$ cat config.mk
export PLATFORM = sky130hd
export DESIGN_NAME = device_state_control_regs
export DESIGN_NICKNAME = d
export VERILOG_FILES = /design/src/inc/devctl_pkg.sv /design/src/hw/slot_timer.sv /design/src/hw/device_state_control_regs.sv
export VERILOG_INCLUDE_DIRS = /design/src /design/src/inc
export SDC_FILE = /design/constraint.sdc
export NUM_CORES = 1
export LEC_CHECK = 0
export ABC_AREA = 1
export BUFFER_PORTS_ARGS = -buffer_cell sky130_fd_sc_hd__buf_4
export CORE_MARGIN = 4
export CORE_UTILIZATION = 57
export CTS_CLUSTER_DIAMETER = 30
export CTS_CLUSTER_SIZE = 40
export DETAILED_ROUTE_END_ITERATION = 7
export GPL_TIMING_DRIVEN = 0
export PLACE_DENSITY_LB_ADDON = 0.3
export SYNTH_ARGS = -nofsm -noshare
export SYNTH_HDL_FRONTEND = slang
export SYNTH_HIERARCHICAL = 1
export SYNTH_SLANG_ARGS = --single-unit
export TNS_END_PERCENT = 10
$ cat constraint.sdc
create_clock -name core_clk_in -period 4.3 [get_ports core_clk_in]
set_input_delay 0 -clock core_clk_in [delete_from_list [all_inputs] [get_ports core_clk_in]]
set_output_delay 0 -clock core_clk_in [all_outputs]
set_load 0.1 [all_outputs]
$ cat src/inc/devctl_cfg.svh
// Purpose: constants for the device state control registers
// Assumes: 8-bit registers, 100 MHz core clock
// Notes:   offsets as printed; boot defaults come from straps caught after reset
`ifndef DEVCTL_CFG_SVH
`define DEVCTL_CFG_SVH
`define DEVCTL_ADDR_STATE        8'h3f
`define DEVCTL_ADDR_CONFIG       8'h40
`define DEVCTL_ADDR_STATUS       8'h50
`define DEVCTL_ADDR_LP_TIME      8'h51
// device_state_control fields
`define DEVCTL_BIT_SEQ_OFF       7
`define DEVCTL_BIT_CAL_PWDN      6
`define DEVCTL_BIT_CLK_SEL       5
`define DEVCTL_BIT_PORT_SEL      4
`define DEVCTL_BIT_OFF_RST       3
`define DEVCTL_BIT_STAY_ON       2
`define DEVCTL_BIT_SLEEP         1
`define DEVCTL_BIT_OFF           0
// device_config_control fields
`define DEVCTL_BIT_CONV_SLP      6
`define DEVCTL_BIT_SLOT_HI       5
`define DEVCTL_BIT_SLOT_LO       4
`define DEVCTL_BIT_SLP_POL       3
`define DEVCTL_BIT_LP_OFF        2
`define DEVCTL_BIT_OFF_CRST      1
`define DEVCTL_BIT_IRQ_POL       0
// reset values
`define DEVCTL_STATE_RESET       8'h10
`define DEVCTL_CONFIG_RESET      8'h34
// slot times in ns and cycle counts at the 10 ns clock period
`define DEVCTL_CLK_PERIOD_NS     10
`define DEVCTL_SLOT1_NS          200000
`define DEVCTL_SLOT2_NS          500000
`define DEVCTL_SLOT3_NS          2000000
`define DEVCTL_SLOT1_CYC         (`DEVCTL_SLOT1_NS / `DEVCTL_CLK_PERIOD_NS)
`define DEVCTL_SLOT2_CYC         (`DEVCTL_SLOT2_NS / `DEVCTL_CLK_PERIOD_NS)
`define DEVCTL_SLOT3_CYC         (`DEVCTL_SLOT3_NS / `DEVCTL_CLK_PERIOD_NS)
`define DEVCTL_LP_TIME_RESET     8'h08
`define DEVCTL_RESOURCES         4
`endif

$ cat src/inc/devctl_pkg.sv
// Purpose: types shared by the device state control block
// Assumes: constants come from devctl_cfg.svh
// Notes:   none
package devctl_pkg;
  typedef enum logic [2:0] {
    ST_OFF,
    ST_UP,
    ST_ACTIVE,
    ST_SLEEP,
    ST_DOWN
  } pwr_state_e;
  typedef logic [7:0] reg8_t;
  typedef logic [3:0] res_t;
endpackage

$ cat src/hw/slot_timer.sv
// Purpose: power sequencing slot timer
// Assumes: start is a one-cycle pulse, slot code sampled at start
// Notes:   code 00 gives an immediate done
`timescale 1ns/10ps
`include "devctl_cfg.svh"
module slot_timer (
  input  wire logic       core_clk_in,
  input  wire logic       reset_in,
  input  wire logic       start_in,
  input  wire logic [1:0] slot_code_in,
  output logic            done_out
);
  typedef struct packed {
    logic [17:0] cnt;
    logic        run;
    logic        done;
  } tmr_s;
  tmr_s s_q;
  tmr_s s_d;

  // cycles for a slot code; rounding down cannot arise, figures are exact
  function automatic logic [17:0] slot_cycles(input logic [1:0] code);
    logic [17:0] r;
    r = 18'h0_0000;
    case (code)
      2'b01:   r = 18'(`DEVCTL_SLOT1_CYC);
      2'b10:   r = 18'(`DEVCTL_SLOT2_CYC);
      2'b11:   r = 18'(`DEVCTL_SLOT3_CYC);
      default: r = 18'h0_0000;
    endcase
    return r;
  endfunction

  // countdown, done is a one-cycle pulse when the slot ends
  always_comb
  begin
    s_d = s_q;
    s_d.done = 1'b0;
    if (start_in)
    begin
      s_d.cnt = slot_cycles(slot_code_in);
      s_d.run = 1'b1;
    end
    else if (s_q.run)
    begin
      if (s_q.cnt <= 18'h0_0001)
      begin
        s_d.run  = 1'b0;
        s_d.done = 1'b1;
      end
      else
      begin
        s_d.cnt = s_q.cnt - 18'h0_0001;
      end
    end
  end

  always_ff @(posedge core_clk_in)
  begin
    if (reset_in)
      s_q <= '0;
    else
      s_q <= s_d;
  end

  assign done_out = s_q.done;
endmodule

$ cat src/hw/device_state_control_regs.sv
// Purpose: device state control and configuration registers with power state machine
// Assumes: register port strobes are one cycle, inputs synchronous to core_clk_in
// Notes:   boot straps are caught in the cycle after reset releases
`timescale 1ns/10ps
`include "devctl_cfg.svh"
module device_state_control_regs (
  input  wire logic                 core_clk_in,
  input  wire logic                 reset_in,
  input  wire logic                 backup_entry_in,
  input  wire logic [7:0]           addr_in,
  input  wire logic [7:0]           wdata_in,
  input  wire logic                 wr_in,
  input  wire logic                 rd_in,
  output logic      [7:0]           rdata_out,
  input  wire logic [7:0]           boot_state_in,
  input  wire logic [7:0]           boot_config_in,
  input  wire logic                 sleep_request_in,
  input  wire logic                 power_button_input,
  input  wire logic                 irq_request_in,
  output logic                      irq_output_pin,
  output logic [`DEVCTL_RESOURCES-1:0] resource_en_out,
  output logic                      core_reset_out,
  output logic                      calendar_clk_gate_out,
  output logic                      calendar_reset_out,
  output logic                      slow_clock_rc_sel_out,
  output logic                      scaling_port_ctl_out,
  output logic                      converter_sleep_level_out,
  output logic                      sleep_state_out
);
  typedef struct packed {
    devctl_pkg::reg8_t      st_reg;
    devctl_pkg::reg8_t      cfg_reg;
    devctl_pkg::reg8_t      lp_time;
    devctl_pkg::reg8_t      rdata;
    devctl_pkg::pwr_state_e state;
    devctl_pkg::res_t       res_on;
    logic                   seq_busy;
    logic                   boot_pend;
    logic                   off_rst_latch;
    logic                   core_rst;
    logic [7:0]             lp_cnt;
    logic [15:0]            lp_pre;
    logic                   slot_start;
  } ctl_s;

  ctl_s s_q;
  ctl_s s_d;
  logic slot_done;
  logic sleep_active;
  logic off_pending;

  // ==========================================================
  // slot timer
  // ==========================================================
  slot_timer u_slot (
    .core_clk_in  (core_clk_in),
    .reset_in     (reset_in),
    .start_in     (s_q.slot_start),
    .slot_code_in (s_q.cfg_reg[`DEVCTL_BIT_SLOT_HI:`DEVCTL_BIT_SLOT_LO]),
    .done_out     (slot_done)
  );

  // ==========================================================
  // helpers
  // ==========================================================
  // reads a register by address; unmapped addresses read zero
  function automatic devctl_pkg::reg8_t read_mux(input logic [7:0] a, input ctl_s s);
    devctl_pkg::reg8_t r;
    r = 8'h00;
    if (a == `DEVCTL_ADDR_STATE)
      r = s.st_reg;
    else if (a == `DEVCTL_ADDR_CONFIG)
      r = {1'b0, s.cfg_reg[6:0]};
    else if (a == `DEVCTL_ADDR_STATUS)
      r = {4'h0, s.res_on[1:0], 2'(s.state == devctl_pkg::ST_SLEEP ? 2'b11 :
                                   (s.state == devctl_pkg::ST_OFF ? 2'b00 : 2'b01))};
    else if (a == `DEVCTL_ADDR_LP_TIME)
      r = s.lp_time;
    else
      r = 8'h00;
    return r;
  endfunction

  // level of the sleep pin after polarity
  assign sleep_active = s_q.cfg_reg[`DEVCTL_BIT_SLP_POL] ? sleep_request_in
                                                        : ~sleep_request_in;
  assign off_pending  = s_q.st_reg[`DEVCTL_BIT_OFF] | s_q.st_reg[`DEVCTL_BIT_OFF_RST];

  // ==========================================================
  // next-state logic
  // ==========================================================
  always_comb
  begin
    s_d = s_q;
    s_d.slot_start = 1'b0;
    s_d.rdata = 8'h00;
    // boot straps replace configured defaults once, after reset release
    if (s_q.boot_pend)
    begin
      s_d.boot_pend = 1'b0;
      s_d.st_reg[`DEVCTL_BIT_CLK_SEL] = boot_state_in[`DEVCTL_BIT_CLK_SEL];
      s_d.st_reg[`DEVCTL_BIT_STAY_ON] = boot_state_in[`DEVCTL_BIT_STAY_ON];
      s_d.cfg_reg[`DEVCTL_BIT_SLOT_HI:`DEVCTL_BIT_SLOT_LO] =
        boot_config_in[`DEVCTL_BIT_SLOT_HI:`DEVCTL_BIT_SLOT_LO];
      s_d.cfg_reg[`DEVCTL_BIT_LP_OFF]   = boot_config_in[`DEVCTL_BIT_LP_OFF];
      s_d.cfg_reg[`DEVCTL_BIT_OFF_CRST] = boot_config_in[`DEVCTL_BIT_OFF_CRST];
      s_d.cfg_reg[`DEVCTL_BIT_IRQ_POL]  = boot_config_in[`DEVCTL_BIT_IRQ_POL];
    end
    // register writes
    if (wr_in)
    begin
      if (addr_in == `DEVCTL_ADDR_STATE)
      begin
        s_d.st_reg = wdata_in;
        if (wdata_in[`DEVCTL_BIT_OFF_RST])
          s_d.off_rst_latch = 1'b1;
      end
      else if (addr_in == `DEVCTL_ADDR_CONFIG)
        s_d.cfg_reg = {1'b0, wdata_in[6:0]};
      else if (addr_in == `DEVCTL_ADDR_LP_TIME)
        s_d.lp_time = wdata_in;
    end
    if (rd_in)
      s_d.rdata = read_mux(addr_in, s_q);
    // backup entry leaves the calendar power-down bit alone
    if (backup_entry_in)
      s_d.st_reg[`DEVCTL_BIT_CAL_PWDN] = s_q.st_reg[`DEVCTL_BIT_CAL_PWDN];
    // long press counter: prescaler ticks once per 65536 cycles
    if (power_button_input == 1'b0)
    begin
      s_d.lp_pre = s_q.lp_pre + 16'h0001;
      if (s_q.lp_pre == 16'hffff && s_q.lp_cnt != 8'hff)
        s_d.lp_cnt = s_q.lp_cnt + 8'h01;
    end
    else
    begin
      s_d.lp_pre = 16'h0000;
      s_d.lp_cnt = 8'h00;
    end
    // power state machine
    case (s_q.state)
      devctl_pkg::ST_OFF:
      begin
        s_d.res_on = '0;
        // latch stays set while OFF so the requested core reset is held, not pulsed
        s_d.core_rst = s_q.off_rst_latch | s_q.cfg_reg[`DEVCTL_BIT_OFF_CRST];
        if (s_q.st_reg[`DEVCTL_BIT_STAY_ON] && !off_pending && !wr_in)
        begin
          s_d.off_rst_latch = 1'b0;
          s_d.core_rst   = 1'b0;
          s_d.state      = devctl_pkg::ST_UP;
          s_d.slot_start = 1'b1;
          s_d.seq_busy   = 1'b1;
        end
      end
      devctl_pkg::ST_UP:
      begin
        if (s_q.seq_busy && slot_done)
        begin
          s_d.res_on = {s_q.res_on[`DEVCTL_RESOURCES-2:0], 1'b1};
          if (s_q.res_on[`DEVCTL_RESOURCES-2])
          begin
            s_d.state    = devctl_pkg::ST_ACTIVE;
            s_d.seq_busy = 1'b0;
          end
          else
            s_d.slot_start = 1'b1;
        end
      end
      devctl_pkg::ST_ACTIVE, devctl_pkg::ST_SLEEP:
      begin
        if (off_pending ||
            (s_q.cfg_reg[`DEVCTL_BIT_LP_OFF] && s_q.lp_cnt >= s_q.lp_time))
        begin
          s_d.state = devctl_pkg::ST_DOWN;
          if (s_q.st_reg[`DEVCTL_BIT_SEQ_OFF])
            s_d.slot_start = 1'b1;
          else
            s_d.res_on = '0;
        end
        else if (s_q.state == devctl_pkg::ST_ACTIVE)
        begin
          if (s_q.st_reg[`DEVCTL_BIT_SLEEP] && sleep_active)
            s_d.state = devctl_pkg::ST_SLEEP;
        end
        else if (!s_q.st_reg[`DEVCTL_BIT_SLEEP] || !sleep_active)
          s_d.state = devctl_pkg::ST_ACTIVE;
      end
      devctl_pkg::ST_DOWN:
      begin
        if (s_q.res_on == '0)
        begin
          s_d.state = devctl_pkg::ST_OFF;
          // turn-off reset domain
          s_d.st_reg[`DEVCTL_BIT_OFF]     = 1'b0;
          s_d.st_reg[`DEVCTL_BIT_SLEEP]   = 1'b0;
          s_d.st_reg[`DEVCTL_BIT_OFF_RST] = 1'b0;
          s_d.st_reg[`DEVCTL_BIT_STAY_ON] = 1'b0;
          s_d.cfg_reg[`DEVCTL_BIT_SLOT_HI:`DEVCTL_BIT_SLOT_LO] =
            boot_config_in[`DEVCTL_BIT_SLOT_HI:`DEVCTL_BIT_SLOT_LO];
        end
        else if (slot_done)
        begin
          s_d.res_on = {1'b0, s_q.res_on[`DEVCTL_RESOURCES-1:1]};
          if (s_q.res_on[`DEVCTL_RESOURCES-1:1] != '0)
            s_d.slot_start = 1'b1;
        end
      end
      default:
        s_d.state = devctl_pkg::ST_OFF;
    endcase
  end

  // ==========================================================
  // state register, general reset
  // ==========================================================
  // general reset clears everything but st_reg, cfg_reg, lp_time and boot_pend, which load defaults; turn-off fields are handled on OFF entry
  always_ff @(posedge core_clk_in)
  begin
    if (reset_in)
    begin
      s_q         <= '0;
      s_q.st_reg  <= `DEVCTL_STATE_RESET;
      s_q.cfg_reg <= `DEVCTL_CONFIG_RESET;
      s_q.lp_time <= `DEVCTL_LP_TIME_RESET;
      s_q.boot_pend <= 1'b1;
      s_q.state   <= devctl_pkg::ST_OFF;
    end
    else
      s_q <= s_d;
  end

  // ==========================================================
  // outputs
  // ==========================================================
  assign rdata_out                 = s_q.rdata;
  assign resource_en_out           = s_q.res_on;
  assign core_reset_out            = s_q.core_rst;
  assign calendar_clk_gate_out     = s_q.st_reg[`DEVCTL_BIT_CAL_PWDN];
  assign calendar_reset_out        = s_q.st_reg[`DEVCTL_BIT_CAL_PWDN];
  assign slow_clock_rc_sel_out     = s_q.st_reg[`DEVCTL_BIT_CLK_SEL];
  assign scaling_port_ctl_out      = s_q.st_reg[`DEVCTL_BIT_PORT_SEL];
  assign converter_sleep_level_out = s_q.cfg_reg[`DEVCTL_BIT_CONV_SLP] &&
                                     s_q.state == devctl_pkg::ST_SLEEP;
  assign sleep_state_out           = s_q.state == devctl_pkg::ST_SLEEP;
  assign irq_output_pin            = irq_request_in ^ ~s_q.cfg_reg[`DEVCTL_BIT_IRQ_POL];
endmodule

# After elaboration in Yosys (flattened, before gate mapping)
# Cells that the tools add are included.
[totals]
input_bits = 40
reg_bits = 87
[op_classes]
n_lt_le_gt_ge = 2
n_reduce_logical = 31
n_mux = 60
n_bitwise = 10
addsub = 3
eq_ne = 24
[ops]
columns = ["cell", "n"]
rows = [
  ["8-bit two-way mux", 8],
  ["18-bit case mux with 3 select lines", 1],
  ["28-bit two-way mux", 1],
  ["8-bit by 7-bit equality test with 1-bit output, second input constant", 3],
  ["24-bit two-way mux", 1],
  ["3-bit two-way mux", 8],
  ["4-bit two-way mux", 6],
  ["22-bit two-way mux", 1],
  ["20-bit two-way mux", 1],
  ["19-bit two-way mux", 1],
  ["18-bit by 1-bit less-or-equal comparator with 1-bit output, second input constant", 1],
  ["18-bit two-way mux", 1],
  ["18-bit by 1-bit subtractor with 18-bit output, second input constant", 1],
  ["1-bit two-way mux", 17],
  ["16-bit by 1-bit adder with 16-bit output, second input constant", 1],
  ["16-bit equality test, second input constant", 1],
  ["4-bit case mux with 4 select lines", 1],
  ["15-bit two-way mux", 1],
  ["2-bit two-way mux", 7],
  ["2-bit != test, second input constant", 7],
  ["3-bit case mux with 4 select lines", 1],
  ["6-bit AND reduction", 2],
  ["8-bit by 1-bit adder with 8-bit output, second input constant", 1],
  ["8-bit by 6-bit equality test with 1-bit output, second input constant", 1],
  ["other kinds (29)", 56],
]

# Logic depth before layout (Yosys ltp)
# Gate-level depths: netlist (run 1).
[logic_depth]
word_depth = 8
mapped_depth = 15
depth_no_buf = 15

# Cells and area by module
# Netlist (run 1), hierarchy kept.
[modules_own_cells]
columns = ["mod", "cells_per_inst", "area_each_um2", "seq_area_each_um2", "instances"]
rows = [
  ["device_state_control_regs", 477, 3470.8, 1341.3, 1],
  ["slot_timer", 234, 1398.8, 400.4, 1],
]

# Least setup slack after synthesis (run 1)
# Ideal clock, no wire load.
[synth_path]
path_type = "register to output"
start = "register, netlist name s_q[34]"
end = "output converter_sleep_level_out"
stages_incl_launch_ff = 5
t_required_ps = 4300
n_path_buf = 0
t_arrival_ps = 2634
setup_slack_ps = 1666
path_cell_list = "dfxtp_1 inv_1 nor2_1 inv_1 nor3_1"
[synth_lines]
columns = ["element", "line_no", "rtl"]
rows = [
  ["to (decl)", "device_state_control_regs.sv:27", "output logic converter_sleep_level_out,"],
]

# Final worst setup path (run 1)
[layout_path]
start = "input addr_in[5]"
end = "register s_q (netlist bit calendar_clk_gate_out)"
[layout_between]
elab_chain_len = 2
[layout_rtl]
columns = ["element", "line_no", "rtl"]
rows = [
  ["from (decl)", "device_state_control_regs.sv:10", "input wire logic [7:0] addr_in,"],
  ["8-bit by 6-bit equality test with 1-bit output (no source line)", "-", ""],
  ["3-bit AND reduction (no source line)", "-", ""],
  ["to (decl)", "device_state_control_regs.sv:46", "ctl_s s_q;"],
]
# Every way passes these cells.
# A chain may end at the register's enable or synchronous reset.

==> out/qor.yml, run 1 <==
cts_resized: 0
ir_worst_vdd_mv: 0.1912
ant_nets: 0
synthTopCellsByArea: "dfxtp_1, nand2_1, nor2_1"
nets: 851
synthesis.area_um2: 4870
powerDensity_nw_per_um2: 351.7
post_cts_buffers: 0
cp_cell_sequence: "dlygate4sd3_1, buf_4, nand2_1, nor3_1, nand2_2, nor2_4, inv_2, nor3_1, dlygate4sd3_1, nor2_1, dlygate4sd3_1"
start_kind: "input port"
synth_edf_count: 0
drv_slew: 0
grtUsageTotal_pct: 26.45
grt-ovfl-total: 0
worstPathArrival_ns: 2.72
ys.flop_type: "dfxtp_1"
grt_max_degree: 15
syn_nets: 767
syn2layout_area_growth_pct: 19.09
yosysMostFrequentCell: "nand2_1"
netlist.area_leader.share_pct: 35.77
drive_gt1_share_pct: 15.50
clock_latency_ns: 0.36
htree_num_levels: 3
async_flop_share_pct: 0
power_frac_seq_pct: 42.9
drc: 0
clock_path_buffers: 2
status: "finished, final reports clean"
tritoncts: "built"
dieArea_um2: 10090
finalSetupViolCount: 0
synth_cells: 711
io_buffers: 49
relSlewSlack_pct: 63.44
routabilityCongestion: 0.9590
ys_seq_area_share_pct: 35.77
cts.clk_slew.worst_paths_ns: 0.08
switching_share_pct: 36.61
grt_pass1_vias: 4804
max_freq_ghz: 0.4036
slowest_stage: "dlygate4sd3_1"
yosys-top-cells-count: "nand2_1, nor2_1, dfxtp_1, inv_1, a21oi_1"
worstSetupPathType: "in -> reg"
setup_ws_ns: 1.822
drv_cap: 0
finish.utilization_pct: 70.23
crit_required_ns: 4.54
n_fill_cell: 681
grt_pass1_wl_mm: 21.66
drt-total-wl_mm: 12.79
grt.met2_usage_pct: 44.09
synth-seq-cells: 87
finClkSkew_ns: 0.01148
drtIter0Drc: 341
critPathMostFrequentCell: "dlygate4sd3_1"
whs_ns: 0.01773
fp.dieH_um: 100.4
min_period_ns: 2.478
critPathTopFamily: "buffers and inverters"
busiest_layer: "met2"
yosys_warnings: 6
period_share_pct: 57.62
final_hold_viol_count: 0
use_met3_pct: 6.602
die_w_um: 100.4
crit_path_max_fanout: 9
timing.critical_path.buf_inv: 5
via_count: 4946
tns_ns: 0
wl_per_cell_um: 14.13
worst_pin_slew_ns: 0.5485
synth.distinct_cells: 49
place_ws_ns: 2.408
core_area_um2: 8258
cts_buffers: 9
cpPeakStageDelay_ns: 0.57
io_pins: 60
antennaDiodeCount: 0
rows: 33
antenna_found_initial: 0
syn_avg_cell_area_um2: 6.849
hpwlAfterDp_mm: 9.625
gr-usage-met1_pct: 33.41
intPower_mw: 1.293
synth_top_area_cell: "dfxtp_1"
cts.sinks: 87
p_leak_nw: 2.709
combinationalPowerShare_pct: 29.7
root_buffer: "clkbuf_8"
netSwitchingPower_uw: 746.6
crit_path_end_kind: "flip-flop"
hold_buffers: 24
dr.pass1.iters: 6
rsz0062_at_grt: "false"
avgViaCountPerCell: 5.465
hp-class: "in -> reg"
p_clk_share_pct: 27.4
start_util_pct: 58.97
[tightest hold or removal path: stages]
cell	delay, ns
buf_4	0.09
nor2_1	0.05
nand3_1	0.08
a41oi_1	0.10
[cell type report]
class / instances / area, µm² / share of cell area, %
tap: 105 / 131.4 / 2.265
clock inverter: 5 / 58.81 / 1.014
buffer: 25 / 170.2 / 2.934
sequential: 87 / 1742 / 30.03
multi-input combinational: 499 / 2582 / 44.53
timing repair buffer: 73 / 608.1 / 10.49
inverter: 100 / 375.4 / 6.472
clock buffer: 11 / 131.4 / 2.265
[layout by cell type (no fill, tap or decap), types with 16 or more instances in the layout]
| cell | instances |
|---|---|
| nand3_1 | 44 |
| dfxtp_1 | 87 |
| a21oi_1 | 57 |
| o21ai_0 | 33 |
| dlygate4sd3_1 | 24 |
| inv_1 | 87 |
| ha_1 | 16 |
| nor2_1 | 97 |
| nand2_1 | 157 |
| buf_4 | 62 |
[path summary, 6_finish.rpt]
path                              startpoint                            endpoint  slack [ns]  cells past startpoint
min                               addr_in[0]             rdata_out[1]$_SDFF_PP0_        0.02                      4
max reg2reg  resource_en_out[2]$_SDFFE_PP0P_                  s_q[57]$_SDFF_PP1_        2.22                      7
min reg2reg                s_q[1]$_SDFF_PP0_                   s_q[1]$_SDFF_PP0_        0.45                      1
max                               addr_in[5]  calendar_clk_gate_out$_SDFFE_PP0P_        1.82                     11
[stage by stage]
| step | std cells | area (µm²) | total power, mW |
|---|---|---|---|
| 2_1_floorplan | 711 | 4870 | 1.336 |
| 3_3_place_gp | 865 | 5369 | 1.460 |
| 3_5_place_dp | 865 | 5369 | 1.473 |
| 4_1_cts | 905 | 5799 | 2.045 |
| 5_1_grt | 905 | 5799 | 2.138 |
| 6_report | 905 | 5799 | 2.039 |
[layer usage]
metal | vias to the layer above | routed length (µm)
met5 | - | 0
met4 | 0 | 272
met3 | 36 | 1109
met2 | 195 | 6232
met1 | 2261 | 5173
li1 | 2454 | -
[cells by family after synthesis]
group / after synthesis / share of synthesized area [%]
flops: 87 / 35.77
fa+ha+maj: 16 / 4.111
simple gates: 352 / 33.22
xor+xnor: 6 / 1.079
buf+inv: 125 / 11.20
compound gates: 125 / 14.62
[state kept, by name, summed over array words and instances, names as in the netlist]
register               count
slow_clock_rc_sel_out      1
core_reset_out             1
resource_en_out            4
scaling_port_ctl_out       1
rdata_out                  8
u_slot/s_q                19
calendar_clk_gate_out      1
u_slot/done_out            1
s_q                       51
[power groups by stage]
| stage | combinational [mW] | sequential (mW) | clock (mW) |
|---|---|---|---|
| after floorplan | 0.440 | 0.896 | 0 |
| after global placement | 0.568 | 0.892 | 0 |
| after detailed placement | 0.580 | 0.893 | 0 |
| after CTS | 0.600 | 0.875 | 0.571 |
| after global routing | 0.659 | 0.881 | 0.598 |
| final | 0.606 | 0.875 | 0.558 |
(Power assumes the default switching activity.)
==> run 2: changes to the inputs <==
CORE_UTILIZATION = 53   (was 57)
clock period = 2.2 ns   (was 4.3 ns; I/O delays follow)
==> run 2 against run 1 <==
Combinational power increased by 95%. Worst setup slack lost 1.6 ns. Critical endpoint is now s_q[56]$_SDFF_PP1_. Die area grew 6.9%. Critical path depth decreased by 4. Global-route usage is 3.6 points lower. Clock skew is 0.0010 ns lower. Largest power group unchanged. Highest routed layer unchanged. Count of clock-buffer cells in the layout decreased by 1.
==> out/qor.yml, run 2 (synthesis results as in run 1) <==
status: "finished, final reports clean"
dr.pass1.iters: 5  # -1
clock_path_buffers: 2  # unchanged
syn2layout_area_growth_pct: 18.99  # about the same
final_cell_mix: "nand2_1, nor2_1, inv_1, dfxtp_1, buf_4"
ant_nets: 0  # unchanged
crit_required_ns: 2.44  # -2.10 ns
wl_per_cell_um: 13.73  # -2.8%
io_buffers: 49  # unchanged
finalInstanceArea_um2: 5794  # about the same
crit_path_max_fanout: 6  # -3
period_share_pct: 90.60
rsz0062_at_grt: "false"
whs_ns: 0.02121  # +0.003473 ns
worstSetupPathType: "reg -> reg"
slowest_stage: "dlygate4sd3_1"
grt-ovfl-total: 0  # unchanged
hp-class: "in -> reg"
cts_buffers: 9  # unchanged
drv_cap: 0  # unchanged
via_count: 4866  # -1.6%
finClkSkew_ns: 0.01048  # -0.001003 ns
grtUsageTotal_pct: 22.81  # -3.6 points
cpPeakStageDelay_ns: 0.55  # -0.02 ns
placed_area_um2: 5378  # +0.16%
antenna_found_initial: 0  # unchanged
grt_max_degree: 15  # unchanged
p_leak_nw: 2.699  # -0.36%
cts.sinks: 87  # unchanged
io_pins: 60  # unchanged
hpwlAfterDp_mm: 9.439  # -1.9%
core_area_um2: 8848  # +7.2%
finalSetupViolCount: 0  # unchanged
worstPathArrival_ns: 2.23  # -0.49 ns
dieArea_um2: 10790  # +6.9%
drt-total-wl_mm: 12.44  # -2.7%
place_inst: 868  # +0.35%
post_cts_buffers: 0  # unchanged
cts_resized: 0  # unchanged
cp_cell_sequence: "nor3_1, nand2_1, nor2_2, a31oi_1, o21ai_0, nand2_1, dlygate4sd3_1"
nets: 850  # -0.12%
layout_commonest_cell: "nand2_1"
root_buffer: "clkbuf_8"
hold_buffers: 23  # -4.2%
grt_pass1_vias: 4533  # -5.6%
drc: 0  # unchanged
regMostFlops: "s_q"
tritoncts: "built"
n_fill_cell: 773  # +14%
max_freq_ghz: 0.5017
start_util_pct: 55.03  # -3.9 points
largest_reg_flops: 51  # unchanged
worst_pin_slew_ns: 0.5488  # +0.0003381 ns
min_period_ns: 1.993
final_hold_viol_count: 0  # unchanged
total_power_mw: 3.987  # +96%
cts.clk_slew.worst_paths_ns: 0.09  # about the same
die_w_um: 103.9  # +3.4%
avgViaCountPerCell: 5.371  # -1.7%
ir_worst_vdd_mv: 0.4672  # +140%
crit_path_end_kind: "flip-flop"
drtIter0Drc: 416  # +22%
rows: 34  # +3.0%
antennaDiodeCount: 0  # unchanged
fp.dieH_um: 103.9  # +3.4%
fin_cells: 906  # +0.11%
drv_slew: 0  # unchanged
critPathMostFrequentCell: "nand2_1"
clock_latency_ns: 0.35  # about the same
drive_gt1_share_pct: 15.66  # +0.16 points
routabilityCongestion: 0.9377  # -2.2%
grt_pass1_wl_mm: 20.53  # -5.2%
start_kind: "flip-flop"
relSlewSlack_pct: 63.41  # about the same
htree_num_levels: 3  # unchanged
powerDensity_nw_per_um2: 688.2  # +96%
run 2: cell types whose count changed in the layout (fill, tap and decap cells not counted):
| cell | previous run | this run |
|---|---|---|
| nor3_2 | 1 | 2 |
| nor3_1 | 13 | 12 |
| clkbuf_1 | 5 | 4 |
| clkinv_4 | 1 | 0 |
| inv_6 | 0 | 1 |
| dlygate4sd3_1 | 24 | 23 |
run 2: area by class of cell:
| class | instances | area (µm²) | area share [%] |
|---|---|---|---|
| multi-input combinational | 499 | 2587 | 44.66 |
| sequential | 87 | 1742 | 30.06 |
| timing repair buffer | 72 | 598.1 | 10.32 |
| inverter | 100 | 375.4 | 6.478 |
| buffer | 25 | 170.2 | 2.937 |
| tap | 108 | 135.1 | 2.332 |
| clock buffer | 10 | 127.6 | 2.203 |
| clock inverter | 5 | 58.81 | 1.015 |
run 2: power by group:
group          internal, mW  switching (mW)  total (mW)
Sequential             1.65          0.0592        1.71
Combinational         0.354           0.827        1.18
Clock                 0.522           0.578        1.10
Total                  2.52            1.46        3.99
run 2: per-layer routing:
layer / vias up / part of all wire (%) / track usage [%]
met4: 0 / 3.4 / 9.497
met2: 190 / 46 / 37.47
met3: 38 / 8.0 / 3.849
li1: 2454 / - / -
met1: 2184 / 42 / 29.71
met5: - / 0 / 0
run 2: final timing paths:
path,startpoint,end,slack (ns),depth (start not counted)
max,resource_en_out[2]$_SDFFE_PP0P_,s_q[56]$_SDFF_PP1_,0.21,7
min,addr_in[5],rdata_out[1]$_SDFF_PP0_,0.02,4
max reg2reg,resource_en_out[2]$_SDFFE_PP0P_,s_q[56]$_SDFF_PP1_,0.21,7
min reg2reg,s_q[1]$_SDFF_PP0_,s_q[1]$_SDFF_PP0_,0.46,1
run 2: metrics by stage:
| step | TNS, ns | setup slack, ns | util, % |
|---|---|---|---|
| floorplan | -0.1755 | -0.1755 | - |
| global placement | 0 | 0.3883 | 60.77 |
| detailed placement | 0 | 0.2583 | 60.77 |
| CTS | 0 | 0.2331 | 65.48 |
| global route | 0 | 0.02125 | 65.48 |
| finish | 0 | 0.2067 | 65.48 |
run 2: critical path, delay by kind of cell (launching register included):
family / cells / cell delay [ns]
AO/OA/AOI/OAI: 2 / 0.16
flip-flops: 1 / 0.36
AND/OR/NAND/NOR: 4 / 0.80
buffers and inverters: 1 / 0.55
